**src/inc/slpg_pkg.sv**
```systemverilog
// Purpose: shared constants and types for the status lamp pattern generator
// Assumes: 100 MHz clock, millisecond tick made inside the block
// Notes: all pattern timing is in whole milliseconds
package slpg_pkg;

    localparam int unsigned CLK_HZ = 100000000;
    localparam int unsigned TICK_US = 1000;
    localparam int unsigned TICK_CYCLES = CLK_HZ / 1000000 * TICK_US;
    localparam logic [16:0] TICK_LAST = 17'(TICK_CYCLES - 1);

    localparam int unsigned SLOT_MS = 250;
    localparam int unsigned BLINK5_MS = 100;
    localparam int unsigned FLICK_MS = 50;
    localparam int unsigned CYCLE_MS = 3000;
    localparam logic [11:0] SLOT_LAST = 12'(SLOT_MS - 1);
    localparam logic [11:0] BLINK5_LAST = 12'(BLINK5_MS - 1);
    localparam logic [11:0] FLICK_LAST = 12'(FLICK_MS - 1);
    localparam logic [3:0] SLOTS_LAST = 4'(CYCLE_MS / SLOT_MS - 1);
    localparam int unsigned PORTS = 2;

    // duo lamp colour
    typedef enum logic [1:0] {
        SLPG_DARK,
        SLPG_GREEN,
        SLPG_ORANGE,
        SLPG_RED
    } slpg_colour_type;

    // motion-bus slave state selected by firmware
    typedef enum logic [3:0] {
        SLPG_NON_REALTIME,
        SLPG_PHASE_ZERO,
        SLPG_PHASE_ONE,
        SLPG_PHASE_TWO,
        SLPG_PHASE_THREE,
        SLPG_PHASE_FOUR,
        SLPG_HOTPLUG_ZERO,
        SLPG_HOTPLUG_ONE,
        SLPG_HOTPLUG_TWO,
        SLPG_BLINK_GREEN,
        SLPG_COMM_ERROR
    } slpg_slave_state_type;

    typedef struct packed {
        logic configured;
        logic comm_active;
        logic comm_error;
    } slpg_client_flags_type;

    typedef struct packed {
        logic [PORTS-1:0] link;
        logic [PORTS-1:0] frame;
    } slpg_port_flags_type;

endpackage

```
**src/logic/slpg_traffic_lamp.sv**
```systemverilog
// Purpose: one port's traffic flicker lamp
// Assumes: frame_in pulses once per sent or received frame
// Notes: an idle lamp's frame starts a 50 ms lit, 50 ms dark cycle; frames during a cycle queue just one more
module slpg_traffic_lamp (
    input wire logic clock_in,
    input wire logic rst_b_in,
    input wire logic tick_in,
    input wire logic frame_in,
    output logic lamp_out
);
    import slpg_pkg::*;

    logic [11:0] ms_reg;
    logic busy_reg;
    logic pend_reg;

    // a frame during either half is remembered so heavy traffic gives 10 Hz
    always_ff @(posedge clock_in or negedge rst_b_in) begin
        if (!rst_b_in) begin
            ms_reg <= 12'h000;
            busy_reg <= 1'b0;
            pend_reg <= 1'b0;
            lamp_out <= 1'b0;
        end else begin
            if (!busy_reg) begin
                if (frame_in || pend_reg) begin
                    busy_reg <= 1'b1;
                    lamp_out <= 1'b1;
                    ms_reg <= 12'h000;
                    pend_reg <= 1'b0;
                end
            end else begin
                if (frame_in) begin
                    pend_reg <= 1'b1;
                end
                if (tick_in) begin
                    if (ms_reg == FLICK_LAST) begin
                        ms_reg <= 12'h000;
                        if (lamp_out) begin
                            lamp_out <= 1'b0;
                        end else begin
                            busy_reg <= 1'b0;
                        end
                    end else begin
                        ms_reg <= ms_reg + 12'h001;
                    end
                end
            end
        end
    end
endmodule

```
**src/logic/slpg_top.sv**
```systemverilog
// Purpose: status lamp pattern generator for a fieldbus card
// Assumes: state flags are synchronous to clock_in
// Notes: duo lamps are driven as green/red pairs, orange is both
module slpg_top (
    input wire logic clock_in,
    input wire logic rst_b_in,
    input wire logic client_mode_in,
    input wire slpg_pkg::slpg_slave_state_type slave_state_in,
    input wire slpg_pkg::slpg_client_flags_type client_flags_in,
    input wire slpg_pkg::slpg_port_flags_type port_flags_in,
    output logic phase_green_out,
    output logic phase_red_out,
    output logic run_green_out,
    output logic fault_red_out,
    output logic [1:0] link_lamp_out,
    output logic port0_traffic_lamp_out,
    output logic port1_traffic_lamp_out
);
    import slpg_pkg::*;

    logic [16:0] div_reg;
    logic tick_reg;
    logic [11:0] slot_ms_reg;
    logic [3:0] slot_reg;
    logic [11:0] blink_ms_reg;
    logic blink_reg;
    slpg_slave_state_type last_state_reg;
    logic [1:0] run_sel_reg;
    logic [1:0] run_sel_next;
    logic [1:0] run_last_reg;
    slpg_colour_type colour_next;
    logic restart;
    logic [3:0] slot_now;
    logic half_on;
    logic [1:0] traffic_lamp;

    // free-running millisecond tick shared by every pattern
    always_ff @(posedge clock_in or negedge rst_b_in) begin
        if (!rst_b_in) begin
            div_reg <= 17'h00000;
            tick_reg <= 1'b0;
        end else begin
            tick_reg <= (div_reg == TICK_LAST);
            if (div_reg == TICK_LAST) begin
                div_reg <= 17'h00000;
            end else begin
                div_reg <= div_reg + 17'h00001;
            end
        end
    end

    assign restart = (slave_state_in != last_state_reg);

    // 250 ms slot counter, twelve slots per 3 s cycle
    always_ff @(posedge clock_in or negedge rst_b_in) begin
        if (!rst_b_in) begin
            slot_ms_reg <= 12'h000;
            slot_reg <= 4'h0;
            last_state_reg <= SLPG_NON_REALTIME;
        end else begin
            last_state_reg <= slave_state_in;
            if (restart) begin
                slot_ms_reg <= 12'h000;
                slot_reg <= 4'h0;
            end else if (tick_reg) begin
                if (slot_ms_reg == SLOT_LAST) begin
                    slot_ms_reg <= 12'h000;
                    slot_reg <= (slot_reg == SLOTS_LAST) ? 4'h0
                                                         : slot_reg + 4'h1;
                end else begin
                    slot_ms_reg <= slot_ms_reg + 12'h001;
                end
            end
        end
    end

    // a state change shows slot zero at once, not the old slot's colour
    assign slot_now = restart ? 4'h0 : slot_reg;

    // even slots form the first half of each 2 Hz period
    assign half_on = ~slot_now[0];

    always_comb begin
        colour_next = SLPG_DARK;
        case (slave_state_in)
            SLPG_NON_REALTIME: colour_next = SLPG_DARK;
            SLPG_PHASE_ZERO: colour_next = SLPG_ORANGE;
            SLPG_PHASE_FOUR: colour_next = SLPG_GREEN;
            SLPG_PHASE_ONE, SLPG_PHASE_TWO, SLPG_PHASE_THREE: begin
                colour_next = SLPG_ORANGE;
                if (slot_now == 4'h0) begin
                    colour_next = SLPG_GREEN;
                end
                if (slave_state_in != SLPG_PHASE_ONE &&
                        slot_now == 4'h2) begin
                    colour_next = SLPG_GREEN;
                end
                if (slave_state_in == SLPG_PHASE_THREE &&
                        slot_now == 4'h4) begin
                    colour_next = SLPG_GREEN;
                end
            end
            SLPG_HOTPLUG_ONE, SLPG_HOTPLUG_TWO: begin
                colour_next = SLPG_GREEN;
                if (slot_now == 4'h0) begin
                    colour_next = SLPG_ORANGE;
                end
                if (slave_state_in == SLPG_HOTPLUG_TWO &&
                        slot_now == 4'h2) begin
                    colour_next = SLPG_ORANGE;
                end
            end
            SLPG_HOTPLUG_ZERO: begin
                colour_next = half_on ? SLPG_ORANGE : SLPG_GREEN;
            end
            SLPG_BLINK_GREEN: begin
                colour_next = half_on ? SLPG_GREEN : SLPG_DARK;
            end
            SLPG_COMM_ERROR: colour_next = SLPG_RED;
            default: colour_next = SLPG_DARK;
        endcase
    end

    always_ff @(posedge clock_in or negedge rst_b_in) begin
        if (!rst_b_in) begin
            phase_green_out <= 1'b0;
            phase_red_out <= 1'b0;
        end else begin
            // slave lamp dark while the card runs the client protocol
            phase_green_out <= !client_mode_in &&
                (colour_next == SLPG_GREEN || colour_next == SLPG_ORANGE);
            phase_red_out <= !client_mode_in &&
                (colour_next == SLPG_RED || colour_next == SLPG_ORANGE);
        end
    end

    // client lamp selection: 0 dark, 1 steady, 2 blinking
    always_comb begin
        run_sel_next = 2'h0;
        if (client_flags_in.configured) begin
            run_sel_next = client_flags_in.comm_active ? 2'h1 : 2'h2;
        end
    end

    always_ff @(posedge clock_in or negedge rst_b_in) begin
        if (!rst_b_in) begin
            run_sel_reg <= 2'h0;
            run_last_reg <= 2'h0;
        end else begin
            run_sel_reg <= run_sel_next;
            run_last_reg <= run_sel_reg;
        end
    end

    // 5 Hz blink, restarted lit whenever the client lamp selection changes
    always_ff @(posedge clock_in or negedge rst_b_in) begin
        if (!rst_b_in) begin
            blink_ms_reg <= 12'h000;
            blink_reg <= 1'b1;
        end else begin
            if (run_sel_reg != run_last_reg) begin
                blink_ms_reg <= 12'h000;
                blink_reg <= 1'b1;
            end else if (tick_reg) begin
                if (blink_ms_reg == BLINK5_LAST) begin
                    blink_ms_reg <= 12'h000;
                    blink_reg <= ~blink_reg;
                end else begin
                    blink_ms_reg <= blink_ms_reg + 12'h001;
                end
            end
        end
    end

    always_ff @(posedge clock_in or negedge rst_b_in) begin
        if (!rst_b_in) begin
            run_green_out <= 1'b0;
            fault_red_out <= 1'b0;
        end else begin
            if (!client_mode_in) begin
                run_green_out <= 1'b0;
                fault_red_out <= 1'b0;
            end else begin
                case (run_sel_reg)
                    2'h1: run_green_out <= 1'b1;
                    2'h2: run_green_out <= blink_reg;
                    default: run_green_out <= 1'b0;
                endcase
                // error has priority over the unconfigured blink
                if (client_flags_in.comm_error) begin
                    fault_red_out <= 1'b1;
                end else if (!client_flags_in.configured) begin
                    fault_red_out <= blink_reg;
                end else begin
                    fault_red_out <= 1'b0;
                end
            end
        end
    end

    genvar p;
    generate
        for (p = 0; p < PORTS; p++) begin : g_port
            always_ff @(posedge clock_in or negedge rst_b_in) begin
                if (!rst_b_in) begin
                    link_lamp_out[p] <= 1'b0;
                end else begin
                    link_lamp_out[p] <= port_flags_in.link[p];
                end
            end
            slpg_traffic_lamp u_traffic (
                .clock_in(clock_in),
                .rst_b_in(rst_b_in),
                .tick_in(tick_reg),
                .frame_in(port_flags_in.frame[p]),
                .lamp_out(traffic_lamp[p])
            );
        end
    endgenerate

    // traffic lamps are already flops inside the per-port module
    assign port0_traffic_lamp_out = traffic_lamp[0];
    assign port1_traffic_lamp_out = traffic_lamp[1];
endmodule

```
**config.mk**
```make
export PLATFORM = sky130hd
export DESIGN_NAME = slpg_top
export DESIGN_NICKNAME = d
export VERILOG_FILES = /design/src/inc/slpg_pkg.sv /design/src/logic/slpg_traffic_lamp.sv /design/src/logic/slpg_top.sv
export SDC_FILE = /design/constraint.sdc
export NUM_CORES = 1
export LEC_CHECK = 0
export BUFFER_PORTS_ARGS = -buffer_cell sky130_fd_sc_hd__buf_4
export CAP_MARGIN = 20
export CORE_MARGIN = 3
export CORE_UTILIZATION = 55
export DETAILED_ROUTE_END_ITERATION = 8
export PLACE_DENSITY = 0.81
export SKIP_LAST_GASP = 1
export SLEW_MARGIN = 10
export SYNTH_ARGS = -nofsm -noshare
export SYNTH_HDL_FRONTEND = slang
export SYNTH_HIERARCHICAL = 1
export SYNTH_SLANG_ARGS = --single-unit
export TNS_END_PERCENT = 20
```
**constraint.sdc**
```tcl
create_clock -name clock_in -period 2.1 [get_ports clock_in]
set_input_delay 0.21 -clock clock_in [delete_from_list [all_inputs] [get_ports clock_in]]
set_output_delay 0.21 -clock clock_in [all_outputs]
set_load 0.05 [all_outputs]
```
# After elaboration in Yosys (flattened, before gate mapping)
# Index checks and enable logic that the tools add are counted.
[totals] ff_bits=91 latch_bits=0 mem_bits_rw=0 romBits=0 in_bits=14 output_inout_bits=8 mem_count=0
[classes] add_sub_neg=6 n_mul=0 div_mod_pow=0 order_cmp=0 eq_ne=32 n_shift=0 mux=62 n_bitwise=1 n_reduce_logical=27
[ops] cell="12-bit two-way mux" n=14
[ops] cell="12-bit by 1-bit adder with 12-bit output, second input constant" n=4
[ops] cell="1-bit two-way mux" n=32
[ops] cell="12-bit by 6-bit equality test with 1-bit output, second input constant" n=2
[ops] cell="4-bit by 3-bit equality test with 1-bit output, second input constant" n=5
[ops] cell="4-bit two-way mux" n=5
[ops] cell="17-bit by 1-bit adder with 17-bit output, second input constant" n=1
[ops] cell="17-bit equality test, second input constant" n=1
[ops] cell="17-bit two-way mux" n=1
[ops] cell="4-bit equality test, second input constant" n=4
[ops] cell="2-bit two-way mux" n=8
[ops] cell="2-bit case mux with 7 select lines" n=1
[ops] cell="12-bit by 7-bit equality test with 1-bit output, second input constant" n=1
[ops] cell="12-bit by 8-bit equality test with 1-bit output, second input constant" n=1
[ops] cell="4-bit by 2-bit equality test with 1-bit output, second input constant" n=3
[ops] cell="2-bit inequality test, second input constant" n=6
[ops] cell="2-bit AND reduction" n=6
[ops] cell="2-bit nonzero test" n=6
[ops] cell="2-bit equality test, second input constant" n=3
[ops] cell="3-bit AND reduction" n=2
[ops] cell="1-bit logical AND" n=5
[ops] cell="4-bit by 1-bit adder with 4-bit output, second input constant" n=1
[ops] cell="2-bit by 1-bit equality test with 1-bit output, second input constant" n=2
[ops] cell="4-bit by 1-bit equality test with 1-bit output, second input constant" n=1
[ops] cell="10 further kinds" n=13

# Longest topological paths before layout
[depth] depth_word=10 mapped_depth=10

# By module
# Netlist, hierarchy kept.
[by_module_without_submodules] module="slpg_top" instances=1 cells_per_inst=310 area_per_inst_um2=3108.0 seq_area_each_um2=1527.7
[by_module_without_submodules] module="slpg_traffic_lamp" instances=2 cells_per_inst=87 area_per_inst_um2=867.1 seq_area_each_um2=375.4

# Worst setup path before layout
# Ideal clock, no wire load.
[synth_path] path_type="register to register" startpoint="register last_state_reg[2]" endpoint="register phase_green_out" arrival_time_ns=1.774 required_ns=2.029 slack_ns=0.254 path_stages_with_launch=8 path_buffers=0 period_less_slack_ns=1.846 cell_sequence="dfrtp_1 > xnor2_1 > nand4_2 > a311o_1 > or3_1 > nand3_1 > ha_1 > nor2_1"
[synth_via] elab_chain_cells=10 elab_cells_between_ends=20
[synth_rtl] element="start: declaration" line="slpg_top.sv:27" text="slpg_slave_state_type last_state_reg;"
[synth_rtl] element="start signal: assignment" line="slpg_top.sv:61" text="last_state_reg <= slave_state_in;"
[synth_rtl] element="4-bit inequality test *" line="slpg_top.sv:52" text="assign restart = (slave_state_in != last_state_reg);"
[synth_rtl] element="4-bit two-way mux *" line="slpg_top.sv:78" text="assign slot_now = restart ? 4'h0 : slot_reg;"
[synth_rtl] element="4-bit logical NOT or 4-bit by 2-bit equality test with 1-bit output (tied branches)"
[synth_rtl] element="2-bit two-way mux or 1-bit logical AND (tied branches)" line="slpg_top.sv:91, slpg_top.sv:94"
[synth_rtl] element="2-bit two-way mux" line="slpg_top.sv:94" text="if (slave_state_in != SLPG_PHASE_ONE &&"
[synth_rtl] element="2-bit two-way mux" line="slpg_top.sv:98" text="if (slave_state_in == SLPG_PHASE_THREE &&"
[synth_rtl] element="2-bit case mux with 7 select lines *" line="slpg_top.sv:85" text="case (slave_state_in)"
[synth_rtl] element="2-bit by 1-bit equality test with 1-bit output or 2-bit equality test (tied branches)" line="slpg_top.sv:131" text="(colour_next == SLPG_GREEN || colour_next == SLPG_ORANGE);"
[synth_rtl] element="1-bit logical OR *" line="slpg_top.sv:131"
[synth_rtl] element="1-bit logical AND *" line="slpg_top.sv:130" text="phase_green_out <= !client_mode_in &&"
[synth_rtl] element="end signal: assignment" line="slpg_top.sv:130"
[synth_rtl] element="end: declaration" line="slpg_top.sv:11" text="output logic phase_green_out,"
# Every way passes the cells marked *; elsewhere a longest branch is shown, timed or not.
# A chain may end at the register's enable or synchronous reset.

# Worst setup path in the final report
[layout_path] startpoint="register last_state_reg[2]" endpoint="register phase_red_out"
[layout_via] elab_chain_cells=10 elab_cells_between_ends=20
[layout_rtl] element="4-bit inequality test *" line="slpg_top.sv:52"
[layout_rtl] element="4-bit two-way mux *" line="slpg_top.sv:78"
[layout_rtl] element="4-bit logical NOT or 4-bit by 2-bit equality test with 1-bit output (tied branches)"
[layout_rtl] element="2-bit two-way mux or 1-bit logical AND (tied branches)" line="slpg_top.sv:91, slpg_top.sv:94"
[layout_rtl] element="2-bit two-way mux" line="slpg_top.sv:94"
[layout_rtl] element="2-bit two-way mux" line="slpg_top.sv:98"
[layout_rtl] element="2-bit case mux with 7 select lines *" line="slpg_top.sv:85"
[layout_rtl] element="2-bit equality test" line="slpg_top.sv:133" text="(colour_next == SLPG_RED || colour_next == SLPG_ORANGE);"
[layout_rtl] element="1-bit logical OR *" line="slpg_top.sv:133"
[layout_rtl] element="1-bit logical AND *" line="slpg_top.sv:132" text="phase_red_out <= !client_mode_in &&"
[layout_rtl] element="end signal: assignment" line="slpg_top.sv:132"
[layout_rtl] element="end: declaration" line="slpg_top.sv:12" text="output logic phase_red_out,"
# Marked as above.

==> reports/metrics.yaml <==
status:
  status: "finished clean"
min_path:
  hold_start: "slave_state_in[3]"
  hold_path_class: "in -> reg"
synth:
  synth_edf_count: 0
  synth_area_sq_um: 4840
  synth-seq-cells: 91
  synth_ff_type: "dfrtp_1"
  synthArstFlopShare: 1.00
  synth_seq_area_share: 0.471
  synthCells: 484
  syn_avg_cell_area_sq_um: 10.0
  syn_nets: 511
  synth_warnings: 6
  yosys.cell_types.count: 61
placement:
  port_buffers: 21
  dp_hpwl_microns: 6580
  place_congestion: 0.834
  pre_cts_slack_ns: 0.233
power:
  p_leak_nw: 2.29
  vdd_drop_max_v: 0.000345
  p_clk_frac: 0.359
  seqPwrFrac: 0.562
  p_sw_frac: 0.236
  power_density_nw_per_um2: 608
  internal_power_mw: 2.50
  p_switching_uw: 772
  comb_power_share: 0.079
finish:
  largest_register_ffs: 24
  drive_above_1_share: 0.143
  antenna_cells: 0
  syn2layout_area_growth_pct: 11.1
  layout_commonest_cell: "dfrtp_1"
  num-nets-final: 547
  final_cell_mix: "dfrtp_1, nor2_1, nand2_1"
global_route:
  grt_pass1_vias: 3626
  grt_pass1_wl_microns: 16300
  grt_usage: 0.199
  grt_max_degree: 44
  antenna_found_initial: 0
  grt-ovfl-total: 0
clocking:
  cts_tree: "done"
  clkLatencyLatePin_ns: 0.35
  numCtsBuffers: 9
  cts-resized-gates: 0
  cts_setup_buffers: 0
  clk_pin_slew_ns: 0.08
  clockBufferDepth: 2
  hold_buffers: 4
  cts.htree.levels: 3
  cts_sinks: 91
  clock-root-buffer: "clkbuf_8"
critical_path:
  cp.depth: 9
  crit_path_start_kind: "register"
  cp-end-kind: "register"
  path_delay_family: "flip-flops"
  worstRegToRegCells: 9
  critPathKind: "reg -> reg"
  path_buf_inv: 1
  crit_chain: "xnor2_1 -> nand4_2 -> buf_4 -> a21o_1 -> a22oi_1 -> nand3_1 -> ha_1 -> nor2_1 -> nor2_1"
  critPathArrivalTime_ns: 2.11
  path_common_cell: "nor2_1"
  cpPeakStageDelay_ns: 0.41
  rrSetupSlack_ns: 0.23
  cp_slowest_cell: "dfrtp_1"
  cp-endpoint: "phase_red_out$_DFF_PN0_"
  r2r_start: "last_state_reg[2]$_DFF_PN0_"
  startpoint: "last_state_reg[2]$_DFF_PN0_"
  critPathMaxFanout: 18
  cp.required_ns: 2.34
  rr_endpoint: "phase_red_out$_DFF_PN0_"
sta:
  rsz0062_at_grt: "no"
  max_slew_margin: 0.437
  setup_tns_ns: 0
  period_minus_slack_ns: 1.87
  fin_crit_sh: 0.891
  drv_slew: 0
  setup_violations: 0
  setup_ws_ns: 0.229
  fmaxAchievable_mhz: 534
  tightest_slew_ns: 0.838
  finalHoldViolCount: 0
  fin_skew_ns: 0.0101
route:
  drtIter0Drc: 243
  antenna_left: 0
  firstDrtPassIters: 5
  post-route-drc-count: 0
  wl_microns: 9110
  num_vias: 3672
  wl_per_cell_microns: 14.5
  viasPerCell: 5.84
floorplanning:
  die_height_microns: 99.8
  row_count: 33
  core_sq_um: 8380
  die_w_microns: 99.8
  start_util: 0.578
  ios: 22
  die_area_sq_um: 9970
job:
  drv_cap: 0
## power by group through the flow
| stage | Clock [mW] | Combinational, mW | Sequential [mW] |
|---|---|---|---|
| 2_1_floorplan | 0 | 0.116 | 1.90 |
| 3_3_place_gp | 0 | 0.250 | 1.87 |
| 3_5_place_dp | 0 | 0.259 | 1.87 |
| 4_1_cts | 1.21 | 0.265 | 1.84 |
| 5_1_grt | 1.28 | 0.295 | 1.84 |
| 6_report | 1.17 | 0.260 | 1.84 |
## through the flow
stage	power (mW)	util	cells	hold WS (ns)	area (sq um)
6_report	3.27	0.642	629	0.0274	5380
5_1_grt	3.42	0.642	629	0.00948	5380
4_1_cts	3.31	0.642	629	0.0103	5380
3_5_place_dp	2.13	0.614	610	0.236	5150
3_3_place_gp	2.12	0.614	610	0.221	5150
2_1_floorplan	2.01	-	484	-0.0856	4840
## how the worst min path moves through the flow
stage	to	slack (ns)	depth (start not counted)
6_report	last_state_reg[3]$_DFF_PN0_	0.03	1
5_1_grt	last_state_reg[3]$_DFF_PN0_	0.009	1
4_1_cts	last_state_reg[3]$_DFF_PN0_	0.01	1
3_5_place_dp	g_port[1].u_traffic/ms_reg[0]$_DFFE_PN0P_	0.24	1
3_3_place_gp	g_port[1].u_traffic/ms_reg[0]$_DFFE_PN0P_	0.22	1
2_1_floorplan	blink_ms_reg[0]$_DFFE_PN0P_	-0.09	0
## synth_stat cells, types with 4 or more instances
library cell,count,area (sq um)
a21o_1,9,67.6
a21oi_1,18,90.1
a31oi_1,4,25.0
and2_1,6,37.5
and3_1,10,62.6
and4_1,7,61.3
dfrtp_1,90,2250
ha_1,13,163
inv_1,21,78.8
nand2_1,38,143
nand2b_1,9,56.3
nand3_1,24,120
nand4_1,11,68.8
nor2_1,52,195
nor2b_1,8,50.1
nor3_1,13,65.1
nor4_1,4,25.0
o211ai_1,4,30.0
o21ai_0,24,120
o311ai_0,7,61.3
or3_1,9,56.3
xnor2_1,14,123
xor2_1,20,175
## per-layer routing
| metal | vias up | track usage | part of all wire |
|---|---|---|---|
| li1 | 1810 | - | - |
| met1 | 1772 | 0.257 | 0.46 |
| met2 | 78 | 0.334 | 0.49 |
| met3 | 12 | 0.0375 | 0.038 |
| met4 | 0 | 0.0735 | 0.014 |
| met5 | - | 0 | 0 |
## cell families (layout without fill, tap and decap cells)
family	Yosys count	after routing	share of synthesized area
xor gates and xnor gates	36	36	0.0682
AOI/OAI and AO/OA	97	97	0.142
and+or+nand+nor	213	213	0.250
adders and majority gates	13	13	0.0336
DFF	91	91	0.471
muxes	4	4	0.00853
buffers and inverters	30	70	0.0271
## final cells by class
type	count	area [sq um]
flip-flops and latches	91	2280
clock inverters	2	35.0
clock buffers	13	159
well taps	105	131
multi-input cells	363	2430
fillers	666	3000
repair buffers	34	265
inverters	21	78.8
Power figures use the tool's default switching activity.
